==> src/fia_pkg.sv <==
// Constants, field positions and types shared by the flash indirect access engine
package fia_pkg;
  // Register offsets inside the flash space
  localparam logic [15:0] FIA_OFS_ADDRESS_POINTER = 16'h0000;
  localparam logic [15:0] FIA_OFS_DATA_PORT = 16'h0004;
  localparam logic [15:0] FIA_OFS_IDENTITY = 16'h0008;
  localparam logic [15:0] FIA_OFS_SECTOR_ERASE = 16'h000c;
  localparam logic [1:0] FIA_SEL_ADDRESS_POINTER = 2'h0;
  localparam logic [1:0] FIA_SEL_DATA_PORT = 2'h1;
  localparam logic [1:0] FIA_SEL_IDENTITY = 2'h2;
  localparam logic [1:0] FIA_SEL_SECTOR_ERASE = 2'h3;
  // Command word field positions
  localparam int FIA_CMD_WRITE_BIT = 15;
  localparam int FIA_CMD_ADDR_BIT = 14;
  localparam int FIA_CMD_INFO_BIT = 13;
  localparam int FIA_CMD_SPACE_LSB = 10;
  localparam int FIA_CMD_SIZE_LSB = 8;
  localparam int FIA_CMD_INC_BIT = 7;
  // Accepted field values
  localparam logic [2:0] FIA_SPACE_FLASH = 3'h3;
  localparam logic [1:0] FIA_SIZE_32 = 2'h2;
  localparam logic [6:0] FIA_COUNT_ZERO = 7'h00;
  localparam logic [6:0] FIA_COUNT_LAST = 7'h01;
  // Write-unlock key, pointer step and reset values
  localparam logic [15:0] FIA_UNLOCK_KEY = 16'h5a03;
  localparam logic [31:0] FIA_POINTER_STEP = 32'h0000_0004;
  localparam logic [15:0] FIA_ELEMENT_STEP = 16'h0004;
  localparam logic [31:0] FIA_POINTER_RESET = 32'h0000_0000;
  localparam logic [1:0] FIA_LAST_BYTE = 2'h3;

  // Operations requested from the flash controller
  typedef enum logic [1:0] {
    FIA_OP_READ = 2'h0,
    FIA_OP_PROGRAM = 2'h1,
    FIA_OP_ERASE = 2'h2,
    FIA_OP_IDENTITY = 2'h3
  } fia_op_t;

  // Command parser states, one-hot
  typedef enum logic [8:0] {
    FIA_S_IDLE = 9'h001,
    FIA_S_CMD_HI = 9'h002,
    FIA_S_ADR_LO = 9'h004,
    FIA_S_ADR_HI = 9'h008,
    FIA_S_DATA = 9'h010,
    FIA_S_EXEC = 9'h020,
    FIA_S_WAIT = 9'h040,
    FIA_S_RESP = 9'h080,
    FIA_S_DRAIN = 9'h100
  } fia_state_t;
endpackage : fia_pkg

==> src/fia_skid2.sv <==
// Two-entry buffer with valid and ready on both sides
module fia_skid2
  import fia_pkg::*;
#(
  parameter int WIDTH = 8
)
(
  input wire logic ref_clk_in,
  input wire logic rst_in,
  input wire logic in_valid_in,
  output logic in_ready_out,
  input wire logic [WIDTH-1:0] in_data_in,
  output logic out_valid_out,
  input wire logic out_ready_in,
  output logic [WIDTH-1:0] out_data_out
);
  logic [1:0] cnt;
  logic [1:0] next_cnt;
  logic [WIDTH-1:0] second;
  wire push = in_valid_in & in_ready_out;
  wire pop = out_valid_out & out_ready_in;

  // Occupancy after this cycle
  assign next_cnt = cnt + {1'b0, push} - {1'b0, pop};

  // Head entry feeds the output, second entry catches a stalled word
  always_ff @(posedge ref_clk_in)
  begin
    if (rst_in)
    begin
      cnt <= 2'h0;
      in_ready_out <= 1'b1;
      out_valid_out <= 1'b0;
      out_data_out <= '0;
      second <= '0;
    end
    else
    begin
      cnt <= next_cnt;
      in_ready_out <= (next_cnt != 2'h2);
      out_valid_out <= (next_cnt != 2'h0);
      if (push && (cnt == 2'h0 || (cnt == 2'h1 && pop)))
        out_data_out <= in_data_in;
      else if (pop)
        out_data_out <= second;
      if (push && ((cnt == 2'h1 && !pop) || (cnt == 2'h2 && pop)))
        second <= in_data_in;
    end
  end
endmodule : fia_skid2

==> src/fia_flash_indirect.sv <==
// Flash indirect access engine: command parser, page buffer and flash sequencing
//
// Behaviour
// - Flash space accepts only 32-bit elements.
// - Flash reached only via pointer and data port.
// - Read commands: 0x4E with address, 0x0E without.
// - Write commands: 0xCE with address, 0x8E without.
// - Four registers at offsets 0, 4, 8, C.
// - Identity register read-only; writes ignored.
// - Erase write erases sector at pointer.
// - Data port access advances pointer by four.
// - Write data limited to one page.
// - Pointer, data read, identity, erase start program.
// - Pointer read answers after program completes.
// - Program and erase need unlock key 5A03.
// - Unlock cleared at end of every packet.
// - Count gives number of 32-bit doublewords.
// - Data and addresses travel low byte first.
// - Bit 0x80 increments address; low bits count.
// - Command word: flags, space, size, increment, count.
// - Zero count is an error.
// - Address-follows flag loads the space pointer.
module fia_flash_indirect
  import fia_pkg::*;
#(
  parameter int PAGE_WORDS = 64,
  parameter int IDX_W = $clog2(PAGE_WORDS)
)
(
  input wire logic ref_clk_in,
  input wire logic rst_in,
  input wire logic [7:0] rx_data_in,
  input wire logic rx_valid_in,
  output logic rx_ready_out,
  input wire logic rx_end_in,
  input wire logic unlock_wr_in,
  input wire logic [15:0] unlock_data_in,
  output logic unlock_active_out,
  output logic [7:0] tx_data_out,
  output logic tx_valid_out,
  input wire logic tx_ready_in,
  output logic flash_req_out,
  output logic [1:0] flash_op_out,
  output logic [31:0] flash_addr_out,
  output logic [IDX_W:0] flash_len_out,
  input wire logic flash_done_in,
  input wire logic [31:0] flash_rdata_in,
  input wire logic [IDX_W-1:0] flash_buf_idx_in,
  output logic [31:0] flash_buf_data_out,
  output logic cmd_error_out
);
  localparam logic [IDX_W:0] PAGE_FULL = (IDX_W+1)'(PAGE_WORDS);

  fia_state_t state;
  fia_state_t next_state;
  fia_state_t fin_state;
  logic [7:0] cmd_lo;
  logic cmd_wr;
  logic cmd_inc;
  logic [6:0] count;
  logic [15:0] space_addr;
  logic [31:0] pointer;
  logic [31:0] wdata;
  logic [31:0] rsp;
  logic [1:0] byte_idx;
  fia_op_t op;
  logic [IDX_W:0] buf_count;
  logic [31:0] page_buf [PAGE_WORDS];
  logic [31:0] prog_addr;
  logic end_pend;
  logic resp_ready;

  // Byte handshakes on the receive and answer paths
  wire rx_take = rx_valid_in & rx_ready_out;
  wire resp_push = (state == FIA_S_RESP) & resp_ready;
  wire last_byte = (byte_idx == FIA_LAST_BYTE);
  wire [15:0] cmd_word = {rx_data_in, cmd_lo};

  // Command word checks: only 32-bit, flash space, memory area, non-zero count
  wire cmd_space_ok = (cmd_word[FIA_CMD_SPACE_LSB +: 3] == FIA_SPACE_FLASH);
  wire cmd_size_ok = (cmd_word[FIA_CMD_SIZE_LSB +: 2] == FIA_SIZE_32);
  wire cmd_count_ok = (cmd_word[6:0] != FIA_COUNT_ZERO);
  wire cmd_ok = cmd_space_ok & cmd_size_ok & cmd_count_ok & ~cmd_word[FIA_CMD_INFO_BIT];
  wire cmd_has_addr = cmd_word[FIA_CMD_ADDR_BIT];

  // Register decode of the current element address
  wire mapped = (space_addr[15:4] == 12'h000) && (space_addr[1:0] == 2'h0);
  wire [1:0] reg_sel = space_addr[3:2];
  wire sel_ptr = mapped & (reg_sel == FIA_SEL_ADDRESS_POINTER);
  wire sel_data = mapped & (reg_sel == FIA_SEL_DATA_PORT);
  wire sel_id = mapped & (reg_sel == FIA_SEL_IDENTITY);
  wire sel_erase = mapped & (reg_sel == FIA_SEL_SECTOR_ERASE);

  // Accesses that start programming of the buffered page
  wire prog_trigger = sel_ptr | (~cmd_wr & (sel_data | sel_id)) | (cmd_wr & sel_erase);
  wire need_prog = prog_trigger & (buf_count != '0) & unlock_active_out;

  // Element actions decided in the execute state
  wire ex_read_flash = ~cmd_wr & sel_data;
  wire ex_read_id = ~cmd_wr & sel_id;
  wire ex_erase = cmd_wr & sel_erase & unlock_active_out;
  wire ex_store = cmd_wr & sel_data & unlock_active_out & (buf_count != PAGE_FULL);
  wire ex_flash = need_prog | ex_read_flash | ex_read_id | ex_erase;
  wire ex_answer = ~cmd_wr & ~ex_flash;

  // Element address advance and the state after an element completes
  wire [15:0] next_space_addr = cmd_inc ? space_addr + FIA_ELEMENT_STEP : space_addr;
  assign fin_state = (count == FIA_COUNT_LAST) ? FIA_S_IDLE : (cmd_wr ? FIA_S_DATA : FIA_S_EXEC);

  // Next parser state
  always_comb
  begin
    next_state = state;
    case (state)
      FIA_S_IDLE:
        if (rx_take)
          next_state = FIA_S_CMD_HI;
      FIA_S_CMD_HI:
        if (rx_take)
        begin
          if (!cmd_ok)
            next_state = FIA_S_DRAIN;
          else if (cmd_has_addr)
            next_state = FIA_S_ADR_LO;
          else if (cmd_word[FIA_CMD_WRITE_BIT])
            next_state = FIA_S_DATA;
          else
            next_state = FIA_S_EXEC;
        end
      FIA_S_ADR_LO:
        if (rx_take)
          next_state = FIA_S_ADR_HI;
      FIA_S_ADR_HI:
        if (rx_take)
          next_state = cmd_wr ? FIA_S_DATA : FIA_S_EXEC;
      FIA_S_DATA:
        if (rx_take && last_byte)
          next_state = FIA_S_EXEC;
      FIA_S_EXEC:
        if (ex_flash)
          next_state = FIA_S_WAIT;
        else if (ex_answer)
          next_state = FIA_S_RESP;
        else
          next_state = fin_state;
      FIA_S_WAIT:
        if (flash_done_in)
        begin
          case (op)
            FIA_OP_PROGRAM: next_state = FIA_S_EXEC;
            FIA_OP_ERASE: next_state = fin_state;
            default: next_state = FIA_S_RESP;
          endcase
        end
      FIA_S_RESP:
        if (resp_push && last_byte)
          next_state = fin_state;
      FIA_S_DRAIN:
        if (rx_end_in || end_pend)
          next_state = FIA_S_IDLE;
      default:
        next_state = FIA_S_IDLE;
    endcase
  end

  // Receive readiness follows the state that the parser enters
  wire next_receiving = (next_state == FIA_S_IDLE) || (next_state == FIA_S_CMD_HI) ||
    (next_state == FIA_S_ADR_LO) || (next_state == FIA_S_ADR_HI) ||
    (next_state == FIA_S_DATA) || (next_state == FIA_S_DRAIN);
  wire end_apply = (state == FIA_S_IDLE) & end_pend;

  // State, readiness and packet-end bookkeeping
  always_ff @(posedge ref_clk_in)
  begin
    if (rst_in)
    begin
      state <= FIA_S_IDLE;
      rx_ready_out <= 1'b0;
      end_pend <= 1'b0;
      unlock_active_out <= 1'b0;
      cmd_error_out <= 1'b0;
    end
    else
    begin
      state <= next_state;
      rx_ready_out <= next_receiving;
      end_pend <= rx_end_in | (end_pend & ~end_apply);
      cmd_error_out <= (state == FIA_S_CMD_HI) & rx_take & ~cmd_ok;
      if (unlock_wr_in)
        unlock_active_out <= (unlock_data_in == FIA_UNLOCK_KEY);
      else if (end_apply)
        unlock_active_out <= 1'b0;
    end
  end

  // Command fields and element address, bytes taken low first
  always_ff @(posedge ref_clk_in)
  begin
    if (rst_in)
    begin
      cmd_lo <= 8'h00;
      cmd_wr <= 1'b0;
      cmd_inc <= 1'b0;
      count <= FIA_COUNT_ZERO;
      space_addr <= 16'h0000;
      byte_idx <= 2'h0;
      wdata <= 32'h0000_0000;
    end
    else
    begin
      if (state == FIA_S_IDLE && rx_take)
        cmd_lo <= rx_data_in;
      if (state == FIA_S_CMD_HI && rx_take)
      begin
        cmd_wr <= cmd_word[FIA_CMD_WRITE_BIT];
        cmd_inc <= cmd_word[FIA_CMD_INC_BIT];
        count <= cmd_word[6:0];
      end
      if (state == FIA_S_ADR_LO && rx_take)
        space_addr[7:0] <= rx_data_in;
      if (state == FIA_S_ADR_HI && rx_take)
        space_addr[15:8] <= rx_data_in;
      if (state == FIA_S_DATA && rx_take)
      begin
        wdata[8*byte_idx +: 8] <= rx_data_in;
        byte_idx <= byte_idx + 2'h1;
      end
      if (resp_push)
        byte_idx <= byte_idx + 2'h1;
      // A finished page program resumes the same element, so it must not advance it
      if (next_state != state && (next_state == fin_state) &&
          !(state == FIA_S_WAIT && op == FIA_OP_PROGRAM) &&
          (state == FIA_S_EXEC || state == FIA_S_WAIT || state == FIA_S_RESP))
      begin
        space_addr <= next_space_addr;
        count <= count - FIA_COUNT_LAST;
      end
    end
  end

  // Flash pointer, answer word and flash requests
  always_ff @(posedge ref_clk_in)
  begin
    if (rst_in)
    begin
      pointer <= FIA_POINTER_RESET;
      rsp <= 32'h0000_0000;
      op <= FIA_OP_READ;
      flash_req_out <= 1'b0;
      flash_op_out <= FIA_OP_READ;
      flash_addr_out <= 32'h0000_0000;
      flash_len_out <= '0;
    end
    else
    begin
      flash_req_out <= 1'b0;
      if (state == FIA_S_EXEC)
      begin
        if (need_prog)
        begin
          op <= FIA_OP_PROGRAM;
          flash_req_out <= 1'b1;
          flash_op_out <= FIA_OP_PROGRAM;
          flash_addr_out <= prog_addr;
          flash_len_out <= buf_count;
        end
        else if (ex_read_flash || ex_read_id || ex_erase)
        begin
          op <= ex_read_flash ? FIA_OP_READ : (ex_read_id ? FIA_OP_IDENTITY : FIA_OP_ERASE);
          flash_req_out <= 1'b1;
          flash_op_out <= ex_read_flash ? FIA_OP_READ : (ex_read_id ? FIA_OP_IDENTITY : FIA_OP_ERASE);
          flash_addr_out <= pointer;
          flash_len_out <= (IDX_W+1)'(1);
        end
        else if (cmd_wr && sel_ptr)
          pointer <= wdata;
        else if (cmd_wr && sel_data)
          pointer <= pointer + FIA_POINTER_STEP;
        else if (ex_answer)
          rsp <= sel_ptr ? pointer : 32'h0000_0000;
      end
      if (state == FIA_S_WAIT && flash_done_in)
      begin
        if (op == FIA_OP_READ || op == FIA_OP_IDENTITY)
          rsp <= flash_rdata_in;
        if (op == FIA_OP_READ)
          pointer <= pointer + FIA_POINTER_STEP;
      end
    end
  end

  // Page buffer fill, cleared by a finished program or by packet end
  always_ff @(posedge ref_clk_in)
  begin
    if (rst_in)
    begin
      buf_count <= '0;
      prog_addr <= 32'h0000_0000;
    end
    else if (state == FIA_S_WAIT && flash_done_in && op == FIA_OP_PROGRAM)
      buf_count <= '0;
    else if (end_apply)
      buf_count <= '0;
    else if (state == FIA_S_EXEC && !need_prog && ex_store)
    begin
      buf_count <= buf_count + (IDX_W+1)'(1);
      if (buf_count == '0)
        prog_addr <= pointer;
    end
  end

  // Page storage written by index, read back by the flash controller
  always_ff @(posedge ref_clk_in)
  begin
    if (state == FIA_S_EXEC && !need_prog && ex_store)
      page_buf[buf_count[IDX_W-1:0]] <= wdata;
  end

  always_ff @(posedge ref_clk_in)
  begin
    if (rst_in)
      flash_buf_data_out <= 32'h0000_0000;
    else
      flash_buf_data_out <= page_buf[flash_buf_idx_in];
  end

  // Answer bytes go out low byte first through the two-entry buffer
  fia_skid2 #(
    .WIDTH(8)
  ) u_answer_buf (
    .ref_clk_in(ref_clk_in),
    .rst_in(rst_in),
    .in_valid_in(state == FIA_S_RESP),
    .in_ready_out(resp_ready),
    .in_data_in(rsp[8*byte_idx +: 8]),
    .out_valid_out(tx_valid_out),
    .out_ready_in(tx_ready_in),
    .out_data_out(tx_data_out)
  );
endmodule : fia_flash_indirect

==> config.mk <==
export PLATFORM = sky130hd
export DESIGN_NAME = fia_flash_indirect
export DESIGN_NICKNAME = d
export VERILOG_FILES = /design/src/fia_pkg.sv /design/src/fia_skid2.sv /design/src/fia_flash_indirect.sv
export SDC_FILE = /design/constraint.sdc
export NUM_CORES = 2
export LEC_CHECK = 0
export BUFFER_PORTS_ARGS = -buffer_cell sky130_fd_sc_hd__buf_2
export CAP_MARGIN = 40
export CELL_PAD_IN_SITES_DETAIL_PLACEMENT = 0
export CELL_PAD_IN_SITES_GLOBAL_PLACEMENT = 1
export CORE_ASPECT_RATIO = 1.2
export CORE_MARGIN = 2
export CORE_UTILIZATION = 55
export DETAILED_ROUTE_END_ITERATION = 8
export PLACE_DENSITY = 0.79
export RECOVER_POWER = 100
export SLEW_MARGIN = 10
export SYNTH_ARGS = -nofsm -noshare
export SYNTH_HDL_FRONTEND = slang
export SYNTH_HIERARCHICAL = 1
export SYNTH_SLANG_ARGS = --single-unit
==> constraint.sdc <==
create_clock -name ref_clk_in -period 6.1 [get_ports ref_clk_in]
set_input_delay 1.22 -clock ref_clk_in [delete_from_list [all_inputs] [get_ports ref_clk_in]]
set_output_delay 1.22 -clock ref_clk_in [all_outputs]
set_load 0.1 [all_outputs]
==> metrics.md <==
| Metric | Value |
|---|---|
| Reg area | `67000 um^2` |
| Number of routed nets with antenna violations | `0` |
| Fillcell total | `11.4k` |
| Crit-path most repeated cell | `clkbuf_1` |
| DRT Wirelength | `230000 um` |
| Status | `complete, but fails checks` |
| DR WL/cell | `31.6 um` |
| Worst path required time | `6530 ps` |
| # clock sinks | `2325` |
| Share of cells above drive strength 1 | `24.6%` |
| Synth top area cells | `edfxtp_1 67%, mux4_2 16%, dfxtp_1 6.1%` |
| Combinational Power Share | `2.6%` |
| WS Path Type | `flop to flop` |
| Cell Area, Synth | `91400 um^2` |
| Ys Warns | `6` |
| Synth top cells by count | `2048 x edfxtp_1, 662 x mux4_2, 277 x dfxtp_1` |
| RSZ-0062 raised after global routing | `no` |
| Period utilisation layout | `82.5%` |
| Fin. Hold Viols | `0` |
| Crit. End Element | `flop` |
| Number of port buffers | `154` |
| Avg Inst Size Synth | `19.4 um^2` |
| Met3 WL | `18600 um` |
| Mapped Cells | `4706` |
| Final setup viols | `0` |
| Setup Skew | `36.0 ps` |
| Area delta synth->final | `12.2%` |
| Share of the synthesized area in the top cell type | `67.3%` |
| Max incr delay on CP | `1130 ps` |
| Yosys reg bits | `2325` |
| Die width | `376 um` |
| Initial Util | `55.5%` |
| Buf/Inv on CP | `3` |
| GRT Util Overall | `27.3%` |
| Critical-path top delay cell | `nor4_1` |
| Post-CTS Resized | `0` |
| HPWL Detailed | `137000 um` |
| Sequential Power Share | `53.8%` |
| CTS tree | `done` |
| Hold_buf cts | `0` |
| Multi-input logic area | `23300 um^2` |
| # Max-Cap Violations | `41` |
| NetSw | `6.53 mW` |
| Violated checks | `max-capacitance violations, max-slew violations` |
| Via Count | `47.3k` |
| Switching portion of total power | `20.6%` |
| Worst Max-Slew Pin Slew | `3720 ps` |
| Longest Clk Path Bufs | `3` |
| Main synth FF type | `edfxtp_1` |
| Max Slew Vio Count | `2201` |
| Sum Neg Setup Slack | `0 ps` |
| Nets | `5030` |
| Die Span Y | `451 um` |
| Startpoint Class | `flop` |
| Util after Layout | `62.2%` |
| Post-synth cell types | `87` |
| Worst Path Max Fanout | `32` |
| Maximum number of pins on one net before global-route repair | `201` |
| Synth async-reset ratio | `0%` |
| I/O pin cnt | `155` |
| Post-Syn Nets | `4793` |
| Gr ovfl total | `0` |
| RD Place Congestion | `0.836` |
| Die area | `169000 um^2` |
| Critical path arrival | `5460 ps` |
| Pint | `25.2 mW` |
| Setup Buffers After CTS | `0` |
| Max VDD drop | `0.261 mV` |
| DRC | `0` |
| Initial DRC count | `5465` |
| Power per Cell Area | `310 nW/um^2` |
| Worst skew pair latency | `860 ps` |
| DRT Pass-1 Iters | `6` |
| Maximum clock frequency | `199 MHz` |
| Leak | `26.0 nW` |
| Clk slew on worst S/H paths | `60 ps` |
| Initial antenna violation count | `9` |
| CP cell instances | `nor4_1 > nand4_2 > clkbuf_1 > nor4_4 > nand4_1 > clkbuf_1 > nor2_4 > clkbuf_2` |
| Slew headroom | `-148%` |
| FP Rows | `163` |
| Num CTS Buffers | `219` |
| Cell taking the most area after synthesis | `edfxtp_1` |
| Minimum clock period after layout | `5030 ps` |
| Metal2 WL | `120000 um` |
| Core Area | `165000 um^2` |
| WL met1 | `85800 um` |
| Clock power share | `43.6%` |
| Vias in the first global route | `47.2k` |
| Vias per cell | `6.50` |
| H-tree levels | `4` |
| First-pass GRT wire length | `333000 um` |
| Crit path max-delay family | `simple AND/OR/NAND/NOR gates` |
| Sequential share of the synthesized area | `73.4%` |
| Worst hold path class | `flop to flop` |
| Clock root buffer | `clkbuf_16` |
| Count of flip-flops with a built-in enable after synthesis | `2048` |
| Count leader, synth | `edfxtp_1` |
| Top routing layer used | `met5` |
-- area by class of cell --
class / instances / share of cell area, %
clock buffer: 301 / 5.92
sequential: 2325 / 65.4
antenna: 2 / 0.00488
inverter: 31 / 0.113
tap: 2145 / 2.62
clock inverter: 110 / 1.23
timing repair buffer: 319 / 2.03
multi-input combinational: 2047 / 22.7
-- through the flow --
stage | power [mW] | hold WS (ps) | cells | worst slack, ps | instance area (um^2)
6_report | 31.8 | 454 | 7280 | 1070 | 103000
5_1_grt | 32.6 | 473 | 7279 | 771 | 103000
4_1_cts | 31.9 | 454 | 7273 | 1680 | 103000
3_5_place_dp | 18.3 | 446 | 6862 | 1480 | 95800
3_3_place_gp | 18.3 | 436 | 6852 | 1450 | 95600
2_1_floorplan | 18.0 | 432 | 4706 | 1840 | 91400
-- final timing paths --
| kind | start | to | slack (ps) | cells after the start |
|---|---|---|---|---|
| max | state[3]$_SDFF_PP0_ | page_buf[21][11]$_DFFE_PP_ | 1070 | 8 |
| min | prog_addr[24]$_SDFFE_PP0P_ | prog_addr[24]$_SDFFE_PP0P_ | 450 | 2 |
| max reg2reg | state[3]$_SDFF_PP0_ | page_buf[21][11]$_DFFE_PP_ | 1070 | 8 |
| min reg2reg | prog_addr[24]$_SDFFE_PP0P_ | prog_addr[24]$_SDFFE_PP0P_ | 450 | 2 |
-- power groups by stage --
stage | combinational [mW] | clock (mW) | sequential, mW
after floorplan | 0.504 | 0 | 17.5
after global placement | 0.837 | 0 | 17.4
after detailed placement | 0.837 | 0 | 17.4
after CTS | 0.840 | 14.0 | 17.1
after global routing | 0.876 | 14.6 | 17.1
final | 0.825 | 13.8 | 17.1
-- cell usage in the layout (no fill, tap or decap), types with 8 or more instances in the layout --
| cell type | Yosys | routed |
|---|---|---|
| edfxtp_1 | 2048 | 2048 |
| mux4_2 | 662 | 662 |
| dfxtp_1 | 277 | 275 |
| nand2_1 | 255 | 255 |
| clkbuf_16 | 0 | 224 |
| nor2_1 | 243 | 199 |
| clkbuf_1 | 193 | 191 |
| a21oi_1 | 141 | 142 |
| nand3_1 | 130 | 130 |
| a211oi_1 | 83 | 83 |
| buf_2 | 66 | 63 |
| buf_4 | 2 | 61 |
| mux2i_1 | 60 | 60 |
| o21ai_0 | 58 | 58 |
| nor2_4 | 0 | 43 |
| nor3_1 | 34 | 36 |
| a311oi_1 | 32 | 33 |
| inv_1 | 31 | 31 |
| clkinv_2 | 0 | 31 |
| clkbuf_2 | 0 | 28 |
| nor2b_1 | 26 | 26 |
| buf_12 | 0 | 23 |
| clkinv_1 | 0 | 22 |
| and2_1 | 24 | 21 |
| bufinv_16 | 0 | 21 |
| clkbuf_8 | 0 | 21 |
| or3_1 | 19 | 20 |
| nand2b_1 | 20 | 20 |
| nand4_1 | 19 | 19 |
| a31oi_1 | 19 | 19 |
| xnor2_1 | 18 | 18 |
| ha_1 | 18 | 18 |
| and3_1 | 15 | 15 |
| o211ai_1 | 15 | 15 |
| a22oi_1 | 13 | 13 |
| clkinvlp_4 | 0 | 13 |
| nor4_1 | 11 | 12 |
| xor2_1 | 11 | 11 |
| inv_6 | 0 | 8 |
-- cell families after synthesis --
kind of cell | after synthesis | synth area share [%]
AOI/OAI and AO/OA | 425 | 3.19
DFF | 2325 | 73.4
xor gates and xnor gates | 29 | 0.278
and+or+nand+nor | 853 | 4.46
adders and majority gates | 18 | 0.246
muxes | 722 | 17.0
buffers and inverters | 334 | 1.51
-- sequential cells by signal, summed over array words and instances (netlist names), 8 cells and up --
register,flops
cmd_lo,8
flash_addr_out,32
flash_buf_data_out,32
page_buf,2048
pointer,32
prog_addr,32
rsp,32
space_addr,16
state,9
u_answer_buf/out_data_out,8
u_answer_buf/second,8
wdata,32
-- metal layers --
metal  vias to the layer above  global-route usage [%]
met5                         -                       0
met4                        10                    7.46
met3                       334                    4.25
met2                      2297                    46.8
met1                     24900                    36.7
li1                      19800                       -
-- worst reg2reg max path, delay by kind of cell (launching register included) --
kind,cells,cell delay [ps]
and+or+nand+nor,5,2280
buffers and inverters,3,1890
DFF,1,410
Power figures use the tool's default switching activity.
